<file path="config.mk">
export PLATFORM = sky130hd
export DESIGN_NAME = spiep_front
export DESIGN_NICKNAME = d
export VERILOG_FILES = /design/src/rtl/spiep_pkg.sv /design/src/rtl/spiep_fifo.sv /design/src/rtl/spiep_front.sv
export SDC_FILE = /design/constraint.sdc
export NUM_CORES = 1
export LEC_CHECK = 0
export BUFFER_PORTS_ARGS = -buffer_cell sky130_fd_sc_hd__buf_2
export CELL_PAD_IN_SITES_DETAIL_PLACEMENT = 1
export CELL_PAD_IN_SITES_GLOBAL_PLACEMENT = 2
export CORE_ASPECT_RATIO = 0.9
export CORE_MARGIN = 2
export CORE_UTILIZATION = 50
export CTS_BUF_LIST = sky130_fd_sc_hd__clkbuf_2
export DETAILED_ROUTE_END_ITERATION = 6
export GPL_TIMING_DRIVEN = 1
export PLACE_DENSITY_LB_ADDON = 0.3
export SLEW_MARGIN = 20
export SYNTH_ARGS = -nofsm -noshare
export SYNTH_HDL_FRONTEND = slang
export SYNTH_SLANG_ARGS = --single-unit
</file>
<file path="constraint.sdc">
create_clock -name clk -period 7.35 [get_ports clk]
set_input_delay 0.735 -clock clk [delete_from_list [all_inputs] [get_ports clk]]
set_output_delay 0.735 -clock clk [all_outputs]
set_load 0.005 [all_outputs]
</file>
<file path="src/rtl/spiep_pkg.sv">
package spiep_pkg;
   // status bit positions
   localparam int BIT_BUSY = 0;
   localparam int BIT_WEL = 1;
   localparam int BIT_BPLO = 2;
   localparam int BIT_BPHI = 3;
   localparam int BIT_SWD = 7;
   // opcodes
   localparam logic [7:0] CMD_SET_WEN = 8'h06;
   localparam logic [7:0] CMD_CLR_WEN = 8'h04;
   localparam logic [7:0] CMD_STAT_RD = 8'h05;
   localparam logic [7:0] CMD_STAT_WR = 8'h01;
   localparam logic [7:0] CMD_ARR_RD = 8'h03;
   localparam logic [7:0] CMD_ARR_WR = 8'h02;
   localparam logic [7:0] CMD_ID_RD = 8'h83;
   localparam logic [7:0] CMD_ID_WR = 8'h82;
   // address limits of the protected areas
   localparam logic [10:0] ADDR_QTR = 11'h600;
   localparam logic [10:0] ADDR_HALF = 11'h400;
   localparam logic [15:0] ADDR_LOCK = 16'h0400;
   // write cycle
   localparam int WRITE_CYCLE_NS = 4000000;
   localparam int CLK_NS = 10;
   localparam int WRITE_CYCLES = WRITE_CYCLE_NS / CLK_NS;
   localparam logic [1:0] BP_NONE = 2'h0;
   localparam logic [1:0] BP_QTR = 2'h1;
   localparam logic [1:0] BP_HALF = 2'h2;
   localparam logic [7:0] BP_RESET = 8'h00;
   typedef enum logic [2:0] {
      ST_IDLE = 3'h0,
      ST_CMD = 3'h1,
      ST_ADDR = 3'h3,
      ST_DATA = 3'h2,
      ST_READ = 3'h6,
      ST_WAIT = 3'h7
   } spiep_state_e;
endpackage : spiep_pkg

</file>
<file path="src/rtl/spiep_fifo.sv">
`timescale 1ns/1ps
`default_nettype none
module spiep_fifo #(
   parameter int WIDTH = 8,
   parameter int DEPTH = 16
) (
   // clock and reset
   input wire logic clk,
   input wire logic reset_n,
   input wire logic flush,
   // fill side
   input wire logic inValid,
   output logic inReady,
   input wire logic [WIDTH-1:0] inData,
   // drain side
   output logic outValid,
   input wire logic outReady,
   output logic [WIDTH-1:0] outData
);
   localparam int AW = $clog2(DEPTH);
   logic [WIDTH-1:0] mem [DEPTH];
   logic [AW:0] wrPtr;
   logic [AW:0] rdPtr;
   logic push;
   logic pop;
   assign inReady = (wrPtr - rdPtr) != (AW+1)'(DEPTH);
   assign outValid = wrPtr != rdPtr;
   assign outData = mem[rdPtr[AW-1:0]];
   assign push = inValid && inReady;
   assign pop = outValid && outReady;
   always_ff @(posedge clk)
   begin
      if (push)
         mem[wrPtr[AW-1:0]] <= inData;
   end
   always_ff @(posedge clk or negedge reset_n)
   begin
      if (!reset_n)
      begin
         wrPtr <= '0;
         rdPtr <= '0;
      end
      else if (flush)
      begin
         wrPtr <= '0;
         rdPtr <= '0;
      end
      else
      begin
         if (push)
            wrPtr <= wrPtr + 1'b1;
         if (pop)
            rdPtr <= rdPtr + 1'b1;
      end
   end
endmodule : spiep_fifo
`default_nettype wire

</file>
<file path="src/rtl/spiep_front.sv">
`timescale 1ns/1ps
`default_nettype none
// Contract
// RULE1: chip select high and no write cycle gives standby; low means active.
// RULE2: works in mode 0 or 3, sample on rising, drive on falling.
// RULE3: master parks clock low in mode 0, high in mode 3.
// RULE4: pause starts only with hold low while clock is low.
// RULE5: during pause output floats, input and clock ignored.
// RULE6: pause ends when hold high while clock low, or clock then falls.
// RULE7: deselect during pause abandons the transfer. The code still executes a write that is paused on a data byte boundary.
// RULE8: after power-up, only a chip select falling edge selects.
// RULE9: writes need latch set and select low throughout.
// RULE10: writes are whole bytes with at least one data byte.
// RULE11: writes start only when select rises on a data byte boundary.
// RULE12: reads keep shifting data until select rises.
// RULE13: status layout b7 disable, b3 b2 protect, b1 latch, b0 busy.
// RULE14: busy set from accepted write decode until write cycle ends.
// RULE15: latch clear means writes decoded but not executed.
// RULE16: set-enable sets latch; clear-enable, write completion, power-up clear it.
// RULE17: protect bits non-volatile, written only by unprotected status write. The code reloads them from BP_RESET on reset.
// RULE18: protect codes 00 none, 01 upper quarter, 10 half, 11 all plus id.
// RULE19: disable bit zero allows status writes regardless of pin.
// RULE20: disable one and pin low discards status writes.
// RULE21: frozen state entered either order, left only by pin high.
// RULE22: output changes after falling edge, msb first, floats otherwise.
// RULE23: status write refused while a write cycle runs.
module spiep_front #(
   parameter int WRITE_CYCLES = spiep_pkg::WRITE_CYCLES
) (
   // clock and reset
   input wire logic clk,
   input wire logic reset_n,
   // spi pins
   input wire logic chipSelect_n,
   input wire logic serialClock,
   input wire logic serialIn,
   input wire logic hold_n,
   input wire logic writeProtect_n,
   output logic serialOut,
   output logic serialOutEn,
   // array side
   output logic memWrValid,
   input wire logic memWrReady,
   output logic [7:0] memWrData,
   output logic [15:0] memAddr,
   output logic memIdPage,
   output logic memCommit,
   input wire logic [7:0] memRdData,
   // state
   output logic standby,
   output logic [7:0] statusProtectionRegister
);
   // ----------------------------------------------------------------
   // pin synchronisers
   // ----------------------------------------------------------------
   logic [4:0] pinMeta;
   logic [4:0] pinSync;
   logic sclkPrev;
   always_ff @(posedge clk or negedge reset_n)
   begin
      if (!reset_n)
      begin
         // select reads low out of reset so a select already low at power-up is no falling edge
         pinMeta <= 5'h1C;
         pinSync <= 5'h1C;
         sclkPrev <= 1'b0;
      end
      else
      begin
         pinMeta <= {writeProtect_n, hold_n, serialIn, serialClock, chipSelect_n};
         pinSync <= pinMeta;
         sclkPrev <= pinSync[1];
      end
   end
   logic csN;
   logic sck;
   logic mosi;
   logic holdN;
   logic wpN;
   assign csN = pinSync[0];
   assign sck = pinSync[1];
   assign mosi = pinSync[2];
   assign holdN = pinSync[3];
   assign wpN = pinSync[4];
   logic sckRise;
   logic sckFall;
   assign sckRise = sck && !sclkPrev;
   assign sckFall = !sck && sclkPrev;
   // ----------------------------------------------------------------
   // select tracking and pause
   // ----------------------------------------------------------------
   logic csPrev;
   logic armed;
   logic selected;
   logic paused;
   logic csFall;
   logic csRise;
   assign csFall = csPrev && !csN;
   assign csRise = !csPrev && csN;
   always_ff @(posedge clk or negedge reset_n)
   begin
      if (!reset_n)
      begin
         csPrev <= 1'b0;
         armed <= 1'b0;
         selected <= 1'b0;
      end
      else
      begin
         csPrev <= csN;
         if (csN)
            armed <= 1'b1; // RULE8
         if (csN)
            selected <= 1'b0;
         else if (csFall && armed)
            selected <= 1'b1; // RULE8
      end
   end
   always_ff @(posedge clk or negedge reset_n)
   begin
      if (!reset_n)
         paused <= 1'b0;
      else if (csN)
         paused <= 1'b0; // RULE7
      else if (!paused && !holdN && !sck)
         paused <= 1'b1; // RULE4
      else if (paused && holdN && !sck)
         paused <= 1'b0; // RULE6
   end
   logic active;
   assign active = selected && !paused; // RULE5
   // ----------------------------------------------------------------
   // command decode
   // ----------------------------------------------------------------
   spiep_pkg::spiep_state_e state;
   logic [2:0] bitCnt;
   logic [7:0] shiftIn;
   logic [7:0] opcode;
   logic [1:0] addrBytes;
   logic [15:0] addr;
   logic [7:0] shiftOut;
   logic dataSeen;
   logic [7:0] statData;
   logic isWrite;
   logic byteDone;
   logic [7:0] nextByte;
   assign nextByte = {shiftIn[6:0], mosi};
   assign byteDone = active && sckRise && (bitCnt == 3'h7);
   assign isWrite = (opcode == spiep_pkg::CMD_ARR_WR) || (opcode == spiep_pkg::CMD_STAT_WR)
      || (opcode == spiep_pkg::CMD_ID_WR);
   logic busy;
   logic write_enable_latch;
   logic [1:0] bp;
   logic swd;
   logic [7:0] status;
   assign status = {swd, 3'h0, bp, write_enable_latch, busy}; // RULE13
   logic fifoReady;
   logic protectedAddr;
   always_comb
   begin
      protectedAddr = 1'b0;
      if (opcode == spiep_pkg::CMD_ID_WR)
         protectedAddr = (bp == 2'h3); // RULE18
      else
         case (bp)
            spiep_pkg::BP_NONE: protectedAddr = 1'b0;
            spiep_pkg::BP_QTR: protectedAddr = addr[10:0] >= spiep_pkg::ADDR_QTR;
            spiep_pkg::BP_HALF: protectedAddr = addr[10:0] >= spiep_pkg::ADDR_HALF;
            default: protectedAddr = 1'b1;
         endcase
   end
   logic dataPush;
   assign dataPush = byteDone && (state == spiep_pkg::ST_DATA) && (opcode != spiep_pkg::CMD_STAT_WR);
   always_ff @(posedge clk or negedge reset_n)
   begin
      if (!reset_n)
      begin
         state <= spiep_pkg::ST_IDLE;
         bitCnt <= 3'h0;
         shiftIn <= 8'h00;
         opcode <= 8'h00;
         addrBytes <= 2'h0;
         addr <= 16'h0000;
         dataSeen <= 1'b0;
         statData <= 8'h00;
      end
      else if (!selected)
      begin
         state <= spiep_pkg::ST_IDLE; // RULE7
         bitCnt <= 3'h0;
      end
      else if (active && sckRise && fifoReady)
      begin
         bitCnt <= bitCnt + 3'h1;
         shiftIn <= nextByte;
         if (state == spiep_pkg::ST_IDLE)
            state <= spiep_pkg::ST_CMD;
         if (bitCnt == 3'h7)
            case (state)
               spiep_pkg::ST_IDLE, spiep_pkg::ST_CMD:
               begin
                  opcode <= nextByte;
                  dataSeen <= 1'b0;
                  addrBytes <= 2'h0;
                  if ((nextByte == spiep_pkg::CMD_STAT_RD))
                     state <= spiep_pkg::ST_READ;
                  else if (nextByte == spiep_pkg::CMD_STAT_WR)
                     state <= busy ? spiep_pkg::ST_WAIT : spiep_pkg::ST_DATA; // RULE23
                  else if (nextByte == spiep_pkg::CMD_ARR_RD || nextByte == spiep_pkg::CMD_ARR_WR
                     || nextByte == spiep_pkg::CMD_ID_RD || nextByte == spiep_pkg::CMD_ID_WR)
                     state <= busy ? spiep_pkg::ST_WAIT : spiep_pkg::ST_ADDR;
                  else
                     state <= spiep_pkg::ST_WAIT;
               end
               spiep_pkg::ST_ADDR:
               begin
                  addr <= {addr[7:0], nextByte};
                  addrBytes <= addrBytes + 2'h1;
                  if (addrBytes == 2'h1)
                     state <= isWrite ? spiep_pkg::ST_DATA : spiep_pkg::ST_READ; // RULE10
               end
               spiep_pkg::ST_DATA:
               begin
                  dataSeen <= 1'b1;
                  statData <= nextByte;
               end
               spiep_pkg::ST_READ:
                  addr <= addr + 16'h0001; // RULE12
               default: state <= spiep_pkg::ST_WAIT;
            endcase
      end
   end
   // ----------------------------------------------------------------
   // write buffer
   // ----------------------------------------------------------------
   logic fifoFlush;
   logic commitAccept;
   // refused writes must not leave their bytes behind for the next accepted one
   assign fifoFlush = csRise && !commitAccept;
   spiep_fifo #(.WIDTH(8), .DEPTH(16)) u_fifo (
      .clk(clk),
      .reset_n(reset_n),
      .flush(fifoFlush),
      .inValid(dataPush),
      .inReady(fifoReady),
      .inData(nextByte),
      .outValid(memWrValid),
      .outReady(memWrReady && busy),
      .outData(memWrData)
   );
   // ----------------------------------------------------------------
   // execute on deselect, status and write cycle
   // ----------------------------------------------------------------
   logic commitOk;
   logic srFrozen;
   logic [$clog2(WRITE_CYCLES+1)-1:0] cycleCnt;
   assign srFrozen = swd && !wpN; // RULE20 RULE21
   assign commitOk = csRise && selected && write_enable_latch && (state == spiep_pkg::ST_DATA)
      && dataSeen && (bitCnt == 3'h0); // RULE9 RULE10 RULE11 RULE15
   assign commitAccept = commitOk && !busy && !protectedAddr && (opcode != spiep_pkg::CMD_STAT_WR);
   // latch opcodes always end in the wait state, busy or not
   logic latchOp;
   assign latchOp = csRise && selected && (state == spiep_pkg::ST_WAIT) && (bitCnt == 3'h0);
   always_ff @(posedge clk or negedge reset_n)
   begin
      if (!reset_n)
      begin
         busy <= 1'b0;
         write_enable_latch <= 1'b0; // RULE16
         bp <= spiep_pkg::BP_RESET[1:0];
         swd <= 1'b0;
         cycleCnt <= '0;
         memCommit <= 1'b0;
      end
      else
      begin
         memCommit <= 1'b0;
         if (latchOp)
         begin
            if (opcode == spiep_pkg::CMD_SET_WEN)
               write_enable_latch <= 1'b1; // RULE16
            else if (opcode == spiep_pkg::CMD_CLR_WEN)
               write_enable_latch <= 1'b0; // RULE16
         end
         if (commitOk && !busy)
         begin
            busy <= 1'b1; // RULE14
            cycleCnt <= '0;
            if (opcode == spiep_pkg::CMD_STAT_WR && !srFrozen)
            begin
               swd <= statData[spiep_pkg::BIT_SWD]; // RULE17 RULE19
               bp <= statData[spiep_pkg::BIT_BPHI:spiep_pkg::BIT_BPLO];
            end
            else if (opcode != spiep_pkg::CMD_STAT_WR && !protectedAddr)
               memCommit <= 1'b1; // RULE18
         end
         else if (busy)
         begin
            if (cycleCnt == $bits(cycleCnt)'(WRITE_CYCLES - 1))
            begin
               busy <= 1'b0; // RULE14
               // a set-enable landing on the last cycle wins over the clear
               if (!(latchOp && opcode == spiep_pkg::CMD_SET_WEN))
                  write_enable_latch <= 1'b0; // RULE16
            end
            else
               cycleCnt <= cycleCnt + 1'b1;
         end
      end
   end
   // ----------------------------------------------------------------
   // serial output
   // ----------------------------------------------------------------
   always_ff @(posedge clk or negedge reset_n)
   begin
      if (!reset_n)
      begin
         shiftOut <= 8'h00;
         serialOut <= 1'b0;
         serialOutEn <= 1'b0;
      end
      else
      begin
         serialOutEn <= active && (state == spiep_pkg::ST_READ); // RULE5 RULE22
         if (active && sckFall && state == spiep_pkg::ST_READ) // RULE2
         begin
            if (bitCnt == 3'h0)
            begin
               shiftOut <= (opcode == spiep_pkg::CMD_STAT_RD) ? {status[6:0], 1'b0}
                  : {memRdData[6:0], 1'b0};
               serialOut <= (opcode == spiep_pkg::CMD_STAT_RD) ? status[7] : memRdData[7]; // RULE22
            end
            else
            begin
               serialOut <= shiftOut[7];
               shiftOut <= {shiftOut[6:0], 1'b0};
            end
         end
      end
   end
   always_ff @(posedge clk or negedge reset_n)
   begin
      if (!reset_n)
      begin
         standby <= 1'b1;
         statusProtectionRegister <= 8'h00;
         memAddr <= 16'h0000;
         memIdPage <= 1'b0;
      end
      else
      begin
         standby <= !selected && !busy; // RULE1
         statusProtectionRegister <= status;
         memAddr <= addr;
         memIdPage <= opcode[7];
      end
   end
endmodule : spiep_front
`default_nettype wire

</file>
==> results.md, run 1 <==
- Int Power: 1914 µW
- Distinct cells, synth: 66
- Worst Max-Slew Pin Slew: 1.145 ns
- Period minus WS final: 3.943 ns
- Dpl hpwl: 17580 µm
- Worst setup path end: u_fifo.mem[14][0]
- RR Endpoint: u_fifo.mem[14][0]
- Routed Wire Length: 26970 µm
- # resized after CTS: 0
- Worst relative slew slack: 23.64%
- Post-synth EDFFs: 128
- Register-to-register setup slack: 3.41 ns
- Layout cells sized above 1: 25.00%
- Final max-slew violation count: 0
- Sw frac: 27.29%
- Seq/Total Area, Yosys: 65.27%
- Worst-path fanout max: 36
- Post-synthesis area per instance: 14.61 µm²
- Part of the cycle the worst path needs: 53.65%
- H-tree depth: 2
- R2R depth: 9
- Cell total after placement: 1042
- FFs w/ async S/R, synth: 49.41%
- Initial antenna violation count: 1
- Worst setup SP type: register
- GRT Util Overall: 25.03%
- Clk_lat worst skew: 0.89 ns
- First drt pass iteration count: 5
- CTS Hold Bufs: 6
- Arrival time worst endpoint: 4.43 ns
- Layout Area Growth over Synthesis: 10.59%
- Remaining antenna violation count after routing: 0
- Flops & latches, synth: 253
- Synth Instances: 732
- Fmax: 253.6 MHz
- Final non-filler cell total: 1163
- Cell Area, Synth: 10690 µm²
- Clock Power Share: 34.1%
- Placement Rows: 50
- Worst clock skew: 0.08744 ns
- Setup violations, final: 0
- PortBufs: 50
- Tot Pwr: 2632 µW
- Yosys top cell area share: 35.94%
- Setup crit end kind: register
- Vias: 6755
- Residual DRC: 0
- Top post-synthesis cells by area: edfxtp_1 (36%), dfrtp_1 (28%), mux4_2 (8.4%), ha_1 (1.9%), dfstp_2 (1.7%)
- Via-per-instance ratio: 5.808
- CTS Buf Count: 61
- GPL Wtd Cong: 0.8234
- Combinational Power Share: 2.5%
- DP Area: 11210 µm²
- Ys flop type: edfxtp_1
- Worst VDD drop: 131.2 µV
- DIE HEIGHT: 142.7 µm
- Root Driver: clkbuf_2
- Worst EP required: 7.83 ns
- Reg2reg start: u_fifo.rdPtr[1]
- RSZ-0062 raised after global routing: false
- Congestion Overflow GR: 0
- Sw power: 718.2 µW
- Die area: 22580 µm²
- Worst hold-check path type: primary input to register
- Fin. Hold Viols: 0
- Leak: 0.004906 µW
- Worst Setup SP: u_fifo.rdPtr[1]
- Io pins: 54
- Max-cap violations: 0
- Post-layout utilization of the core: 56.60%
- CTS tree: done
- Effective utilization at floorplan: 51.18%
- First-pass GRT wire length: 42370 µm
- Leading area contributor after synthesis: edfxtp_1
- Core area: 20900 µm²
- Kind of critical path: register to register
- Post-CTS Setup Inserts: 0
- Warnings, synthesis: 0
- Largest net degree at the start of global routing: 81
- WL/cell: 23.19 µm
- Reg power frac: 63.4%
- Die X: 158.2 µm
- Clk pin slew, worst setup/hold paths: 0.10 ns
- PwrDens: 222.6 nW/µm²
- Layout Nets: 857
- Vias in the first global route: 7308
- Status: complete, no violations
- Fin area: 11830 µm²
- Clock sinks: 253
- DRT iter0 DRCs: 479
- Clock buffer depth: 3
- Fin Setup TNS: 0 ns
-- per-stage QoR --
stage | setup WS [ns] | hold WS, ns
2_1_floorplan | 4.002 | 0.3312
3_3_place_gp | 3.445 | 0.3325
3_5_place_dp | 3.152 | 0.3362
4_1_cts | 3.107 | 0.1169
5_1_grt | 3.163 | 0.1299
6_report | 3.407 | 0.1831
-- worst min path at each step --
stage                  from     endpoint  slack, ns  depth (start not counted)
2_1_floorplan    pinMeta[0]   pinSync[0]       0.33                          0
3_3_place_gp     pinMeta[1]   pinSync[1]       0.33                          0
3_5_place_dp     pinMeta[1]   pinSync[1]       0.34                          0
4_1_cts        memRdData[0]  shiftOut[1]       0.12                          3
5_1_grt        memRdData[0]  shiftOut[1]       0.13                          3
6_report       memRdData[0]  shiftOut[1]       0.18                          3
-- sequential cells by signal (all words and copies together), names as in the netlist, 3 cells and up --
| register | count |
|---|---|
| cycleCnt | 19 |
| opcode | 8 |
| statusProtectionRegister | 5 |
| state | 3 |
| u_fifo.rdPtr | 5 |
| shiftIn | 7 |
| statData | 3 |
| shiftOut | 7 |
| memAddr | 16 |
| pinSync | 5 |
| u_fifo.wrPtr | 5 |
| pinMeta | 5 |
| addr | 16 |
| bitCnt | 3 |
| u_fifo.mem | 128 |
-- per-layer routing --
metal | GRT usage [%] | wire, µm | up-vias | part of all wire, %
met5 | 0 | 0 | - | 0
met2 | 40.14 | 13190 | 208 | 49
met4 | 8.440 | 635 | 0 | 2.4
li1 | - | - | 2978 | -
met1 | 34.38 | 11750 | 3517 | 44
met3 | 5.281 | 1392 | 52 | 5.2
-- cells by family after synthesis --
logic type	after synthesis	share of synthesized area [%]
flip-flops	253	65.27
AND/OR/NAND/NOR	219	11.00
AO/OA/AOI/OAI	94	5.885
multiplexers	73	11.81
buffers and inverters	52	2.094
XOR/XNOR	24	2.036
adder cells (fa/ha/maj)	16	1.872
other	1	0.03507
-- cell usage after synthesis (all sizes together), types with 4 or more instances --
master and n:
nor2 47, dfstp 7, edfxtp 128, o21ai 26, mux2 22, xor2 17, nor2b 13, a21oi 25
buf 13, clkbuf 21, and3 24, nand3 21, nand4 8, ha 16, a2bb2oi 13, nand2 46
dfrtp 118, nor4 6, nor3 17, and4 8, o22ai 6, inv 18, and2 4, mux2i 11
nand2b 5, mux4 40, xnor2 7
-- critical path, cell delays in order, from the launching register on --
cell and delay [ns]:
dfrtp_1 0.33, buf_4 0.42, inv_1 0.10, ha_1 0.35, nor2b_4 0.15, o211ai_4 0.20, mux2i_1 0.17, a211o_1 0.43
nor2_1 0.85, and3_1 0.52
-- power groups by stage --
stage	Clock (µW)	Sequential [µW]	Combinational, µW
floorplan	0	1630	40.0
global placement	0	1690	62.2
detailed placement	0	1700	64.8
CTS	930	1670	67.6
global route	999	1680	75.0
finish	898	1670	66.6
-- cell type report --
cell class	count	area [µm²]
Fill cell	2104	9069
Sequential cell	253	6984
Multi-Input combinational cell	429	3508
Clock buffer	88	440.4
Timing Repair Buffer	62	365.4
Tap cell	286	357.8
Clock inverter	26	100.1
Inverter	18	67.56
Antenna cell	1	2.502
-- layout by cell type (no fill, tap or decap), types with 4 or more instances in the layout --
master | netlist | routed
buf_2 | 8 | 49
dlygate4sd3_1 | 0 | 6
nor2_1 | 46 | 46
inv_1 | 17 | 17
mux2_2 | 8 | 8
o22ai_1 | 6 | 6
o21ai_1 | 5 | 5
nand4_1 | 8 | 8
nand3_1 | 21 | 21
xnor2_1 | 6 | 6
xor2_1 | 17 | 17
buf_4 | 5 | 5
mux4_2 | 40 | 40
mux2_1 | 13 | 13
nand2b_1 | 5 | 5
o21ai_0 | 21 | 21
clkinv_1 | 0 | 22
nor2b_1 | 12 | 12
a21oi_1 | 25 | 25
nor3_1 | 17 | 16
dfrtp_1 | 118 | 117
ha_1 | 16 | 16
nor4_1 | 5 | 4
mux2i_1 | 11 | 11
a2bb2oi_1 | 13 | 13
clkbuf_2 | 0 | 88
dfstp_2 | 7 | 7
edfxtp_1 | 128 | 128
and4_1 | 7 | 7
nand2_1 | 46 | 46
and3_1 | 24 | 24
Power figures use the tool's default switching activity.
==> run 2, diff against run 1 <==
CORE_UTILIZATION = 42   (was 50)
clock period = 3.2 ns   (was 7.35 ns; I/O delays follow)
==> results.md, run 2 (synthesis gave the netlist of run 1 again) <==
- Worst Max-Slew Pin Slew: 1.009 ns (was 1.145 ns)
- Clock sinks: 253 (unchanged)
- Met3 Use GR: 3.892% (was 5.281%)
- Max-cap violations: 0 (unchanged)
- Dpl hpwl: 16710 µm (was 17580 µm)
- Area of the multi-input gates: 3508 µm² (unchanged)
- PortBufs: 50 (unchanged)
- Effective utilization at floorplan: 42.58% (was 51.18%)
- Worst clock skew: 0.07630 ns (was 0.08744 ns)
- Status: complete, no violations (unchanged)
- Tot Pwr: 6369 µW (was 2632 µW)
- Setup crit end kind: output pin (was register)
- Remaining antenna violation count after routing: 0 (unchanged)
- Layout Area Growth over Synthesis: 14.18% (was 10.59%)
- Final max-slew violation count: 0 (unchanged)
- Layout Nets: 884 (was 857)
- Routed Wire Length: 25760 µm (was 26970 µm)
- Congestion Overflow GR: 0 (unchanged)
- DRT iter0 DRCs: 347 (was 479)
- Largest register FFs: 128 (unchanged)
- Placement Rows: 55 (was 50)
- Core area: 25120 µm² (was 20900 µm²)
- Initial antenna violation count: 2 (was 1)
- Clk pin slew, worst setup/hold paths: 0.10 ns (about the same)
- Die area: 26760 µm² (was 22580 µm²)
- Die X: 172.2 µm (was 158.2 µm)
- Met1 track demand over resource: 26.85% (was 34.38%)
- Worst setup SP type: register (unchanged)
- DIE HEIGHT: 155.4 µm (was 142.7 µm)
- Largest net degree at the start of global routing: 77 (was 81)
- Leak: 0.005088 µW (was 0.004906 µW)
- Period minus WS final: 3.009 ns
- Sw power: 1638 µW (was 718.2 µW)
- Worst-path fanout max: 35 (was 36)
- Register area: 6982 µm² (was 6984 µm²)
- GRT Max-Usage Layer: met2 (unchanged)
- Via-per-instance ratio: 5.370 (was 5.808)
- Vias in the first global route: 7334 (was 7308)
- Int Power: 4731 µW (was 1914 µW)
- Vias: 6691 (was 6755)
- Residual DRC: 0 (unchanged)
- GRT Util Overall: 20.41% (was 25.03%)
- Setup violations, final: 0 (unchanged)
- Layout cells sized above 1: 27.35% (was 25.00%)
- H-tree depth: 3 (was 2)
- Most common cell after layout, fill and taps aside: edfxtp_1 (unchanged)
- PwrDens: 521.6 nW/µm² (was 222.6 nW/µm²)
- First-pass GRT wire length: 41400 µm (was 42370 µm)
- Worst hold-check path type: primary input to asynchronous set/reset pin (was primary input to register)
- RSZ-0062 raised after global routing: false (unchanged)
- Post-CTS Setup Inserts: 0 (unchanged)
- Fill count: 2564 (was 2104)
- Fin. Hold Viols: 0 (unchanged)
- Io pins: 54 (unchanged)
- CTS Buf Count: 66 (was 61)
- Met2 Use GR: 34.06% (was 40.14%)
- Root Driver: clkbuf_2 (unchanged)
- Sw frac: 25.72% (was 27.29%)
- First drt pass iteration count: 4 (was 5)
- Reg power frac: 58.8% (was 63.4%)
- GPL Wtd Cong: 0.7826 (was 0.8234)
- Kind of critical path: register to output pin (was register to register)
- Part of the cycle the worst path needs: 94.04%
- Clock buffer depth: 3 (unchanged)
- Worst VDD drop: 233.6 µV (was 131.2 µV)
- Clk_lat worst skew: 0.81 ns (was 0.89 ns)
- Worst relative slew slack: 32.72% (was 23.64%)
- WL/cell: 20.67 µm (was 23.19 µm)
- Clock Power Share: 37.4% (was 34.1%)
- Arrival time worst endpoint: 2.69 ns (was 4.43 ns)
- Fmax: 332.3 MHz
- Fin Setup TNS: 0 ns (unchanged)
- CTS tree: done (unchanged)
- Most frequent cells in the layout: edfxtp_1 (128), dfrtp_1 (117), clkbuf_2 (99) (was edfxtp_1 (128), dfrtp_1 (117), clkbuf_2 (88))
- Worst EP required: 2.88 ns (was 7.83 ns)
- Combinational Power Share: 3.8% (was 2.5%)
run 2: cell types whose count changed in the layout (fill, tap and decap cells not counted), moves of 2 or more:
| cell | delta |
|---|---|
| buf_4 | +13 |
| bufinv_16 | +3 |
| clkinv_1 | -9 |
| dlygate4sd3_1 | +8 |
| buf_12 | +2 |
| clkbuf_2 | +11 |
run 2: critical path: stages, from the launching register on:
cell	delay, ns
dfrtp_2	0.41
buf_12	0.28
mux4_2	0.60
mux4_2	0.49
buf_2	0.14
run 2: final timing paths:
| kind | end | slack, ns | from | cells past startpoint |
|---|---|---|---|---|
| max | memWrData[4] | 0.19 | u_fifo.rdPtr[0] | 4 |
| min | shiftOut[7] | 0.13 | reset_n | 2 |
| max reg2reg | addr[14] | 0.29 | u_fifo.wrPtr[3] | 7 |
| min reg2reg | pinSync[2] | 0.34 | pinMeta[2] | 0 |
| max in group asynchronous | opcode[0] | 2.27 | reset_n | 3 |
| min in group clk | u_fifo.rdPtr[0] | 0.14 | memWrReady | 4 |
run 2: what timing repair did:
item,4_1_cts,5_1_grt
gates resized for setup,3,0
hold buffers,14,0
setup endpoints to repair,8,0
hold endpoints to repair,88,0
run 2: final cells by class:
cell class                 count  area share [%]
sequential                   253           57.18
multi-input combinational    429           28.73
timing repair buffer          84           4.683
clock buffer                  99           4.058
tap                          342           3.504
clock inverter                20           1.271
inverter                      18          0.5533
antenna                        1         0.02049
run 2: routing by layer:
metal	share of wire [%]	routed length [µm]
met5	0	0
met4	2.5	655
met3	3.5	890
met1	44	11360
met2	50	12850
run 2: power by group through the flow:
stage,logic (µW),clock network (µW),registers (µW)
after floorplan,91.8,0,3740
after global placement,221,0,3810
after detailed placement,235,0,3820
after CTS,249,2470,3750
after global routing,269,2630,3770
final,241,2380,3750
run 2: per-stage QoR:
| stage | hold slack (ns) | setup WS (ns) | area (µm²) | util, % | cells |
|---|---|---|---|---|---|
| 5_1_grt | 0.08973 | 0.04064 | 12210 | 48.61 | 1246 |
| 2_1_floorplan | 0.02441 | 0.04514 | 10710 | - | 734 |
| 3_5_place_dp | 0.3440 | 0.3123 | 11400 | 45.40 | 1112 |
| 4_1_cts | 0.06222 | 0.07623 | 12210 | 48.60 | 1245 |
| 6_report | 0.1275 | 0.1907 | 12210 | 48.61 | 1246 |
| 3_3_place_gp | 0.3330 | 0.4283 | 11400 | 45.40 | 1112 |
==> run 3, diff against run 2 <==
CAP_MARGIN = 20   (was default)
PLACE_DENSITY = 0.82   (was default)
PLACE_DENSITY_LB_ADDON = default   (was 0.3)
==> results.md, run 3 (synthesis gave the netlist of run 1 again) <==
- Status: complete, no violations (unchanged)
- DP Area: 11400 µm² (about the same)
- Effective utilization at floorplan: 42.58% (unchanged)
- Reg2reg start: u_fifo.wrPtr[3] (unchanged)
- R2R depth: 7 (unchanged)
- Crit path max-delay family: multiplexers (unchanged)
- Fin area: 12230 µm² (was 12210 µm²)
- Max-cap violations: 0 (unchanged)
- Largest net degree at the start of global routing: 72 (was 77)
- Buf/Inv on CP: 2 (unchanged)
- Met1 track demand over resource: 25.78% (was 26.85%)
- RR Endpoint: u_fifo.mem[7][1] (was addr[14])
- Layout Area Growth over Synthesis: 14.37% (was 14.18%)
- DRT iter0 DRCs: 368 (was 347)
- Period minus WS final: 3.050 ns (was 3.009 ns)
- Remaining antenna violation count after routing: 0 (unchanged)
- Vias in the first global route: 7319 (was 7334)
- PortBufs: 50 (unchanged)
- Most common cell after layout, fill and taps aside: edfxtp_1 (unchanged)
- Clock buffer depth: 3 (unchanged)
- GPL Wtd Cong: 0.7964 (was 0.7826)
- Hold Path Sink: u_fifo.rdPtr[0]
- Max stage delay on crit path: 0.59 ns (was 0.60 ns)
- PwrDens: 517.9 nW/µm² (was 521.6 nW/µm²)
- Worst Min Path Start: memWrReady
- Post-CTS Setup Inserts: 0 (unchanged)
- Die area: 26760 µm² (unchanged)
- First-pass GRT wire length: 40890 µm (was 41400 µm)
- Worst clock skew: 0.07141 ns (was 0.07630 ns)
- Fill count: 2582 (was 2564)
- Clk_lat worst skew: 0.84 ns (was 0.81 ns)
- H-tree depth: 3 (unchanged)
- Register-to-register setup slack: 0.27 ns (was 0.29 ns)
- Arrival time worst endpoint: 2.73 ns (was 2.69 ns)
- Worst EP required: 2.88 ns (about the same)
- Congestion Overflow GR: 0 (unchanged)
- Slowest-stage cell, CP: mux4_2 (unchanged)
- Fin. Hold Viols: 0 (unchanged)
- Hold Slack: 0.07703 ns (was 0.1275 ns)
- First drt pass iteration count: 4 (unchanged)
- Clk pin slew, worst setup/hold paths: 0.11 ns (was 0.10 ns)
- Most frequent cells in the layout: edfxtp_1 (128), dfrtp_1 (117), clkbuf_2 (102) (was edfxtp_1 (128), dfrtp_1 (117), clkbuf_2 (99))
- Dpl hpwl: 16540 µm (was 16710 µm)
- Final max-slew violation count: 0 (unchanged)
- Largest register FFs: 128 (unchanged)
- Core area: 25120 µm² (unchanged)
- CTS Buf Count: 67 (was 66)
- Met2 Use GR: 33.28% (was 34.06%)
- WL/cell: 20.51 µm (was 20.67 µm)
- Fmax: 327.8 MHz (was 332.3 MHz)
- Leak: 0.005095 µW (was 0.005088 µW)
- Worst hold-check path type: primary input to register (was primary input to asynchronous set/reset pin)
- Worst-path fanout max: 18 (was 35)
- Clock sinks: 253 (unchanged)
- Worst Max-Slew Pin Slew: 0.8039 ns (was 1.009 ns)
- Met3 Use GR: 4.223% (was 3.892%)
- Hold depth: 4
- Placement Rows: 55 (unchanged)
- Residual DRC: 0 (unchanged)
- Cell Chain, Critical Path: buf_12 > mux4_2 > mux4_2 > buf_2 (unchanged)
- Worst VDD drop: 305.6 µV (was 233.6 µV)
- Area of the multi-input gates: 3511 µm² (was 3508 µm²)
- Die X: 172.2 µm (unchanged)
- Setup crit end kind: output pin (unchanged)
- GRT Max-Usage Layer: met2 (unchanged)
- Worst relative slew slack: 46.41% (was 32.72%)
- DIE HEIGHT: 155.4 µm (unchanged)
- Routed Wire Length: 25600 µm (was 25760 µm)
- Worst setup SP type: register (unchanged)
- Root Driver: clkbuf_2 (unchanged)
- Initial antenna violation count: 1 (was 2)
- RSZ-0062 raised after global routing: false (unchanged)
- Layout cells sized above 1: 28.29% (was 27.35%)
- Vias: 6636 (was 6691)
- Crit-path most repeated cell: mux4_2 (unchanged)
- Layout Nets: 886 (was 884)
- Register area: 6982 µm² (unchanged)
- Via-per-instance ratio: 5.317 (was 5.370)
- Setup violations, final: 0 (unchanged)
- GRT Util Overall: 20.06% (was 20.41%)
- Fin Setup TNS: 0 ns (unchanged)
- Part of the cycle the worst path needs: 95.32% (was 94.04%)
- CTS tree: done (unchanged)
- Worst Setup SP: u_fifo.rdPtr[0] (unchanged)
- Kind of critical path: register to output pin (unchanged)
- Io pins: 54 (unchanged)
[run 3: changes by cell type in the layout (fill, tap and decap cells not counted), sizes merged]
cell	before	now
inv	21	20
clkinvlp	0	3
clkbuf	99	103
clkinv	14	11
bufinv	3	2
[run 3: layout make-up]
type | instances | area share, %
clock buffer | 102 | 4.174
sequential | 253 | 57.08
inverter | 18 | 0.5524
antenna | 1 | 0.02046
timing repair buffer | 85 | 4.849
tap | 342 | 3.499
multi-input combinational | 429 | 28.71
clock inverter | 18 | 1.115
[run 3: worst max-delay path by stage]
stage | endpoint | depth (start not counted)
2_1_floorplan | u_fifo.mem[8][0] | 12
3_3_place_gp | addr[10] | 7
3_5_place_dp | addr[13] | 7
4_1_cts | memWrData[0] | 4
5_1_grt | memWrData[7] | 4
6_report | memWrData[0] | 4
[run 3: repair_timing]
| item | CTS | global route |
|---|---|---|
| setup endpoints to repair | 8 | 10 |
| pin swaps | 0 | 0 |
| hold endpoints to repair | 64 | 0 |
| hold buffers | 14 | 0 |
| cloned | 0 | 1 |
| resized for setup | 3 | 1 |
[run 3: where the power goes]
part           switching, µW  internal, µW  total, µW
Sequential               102          3580       3680
Combinational            208          95.9        304
Clock                   1340          1010       2350
Total                   1650          4690       6330
[run 3: worst min-delay path, cell delays in order]
cell     delay [ns]
buf_2          0.09
and3_1         0.23
xnor2_1        0.17
nor2_1         0.04
[run 3: metal layers]
metal | wire length [µm] | part of all wire [%]
met4 | 674 | 2.6
met2 | 12900 | 50
met5 | 0 | 0
met1 | 10900 | 43
met3 | 1120 | 4.4
[run 3: stage by stage]
step           power (µW)  util, %  setup WS, ns  cells
2_1_floorplan        3834        -       0.04514    734
3_3_place_gp         4019    45.36        0.3753   1111
3_5_place_dp         4046    45.39        0.2089   1112
4_1_cts              6427    48.57       0.05293   1246
5_1_grt              6643    48.69      0.006817   1248
6_report             6334    48.69        0.1497   1248
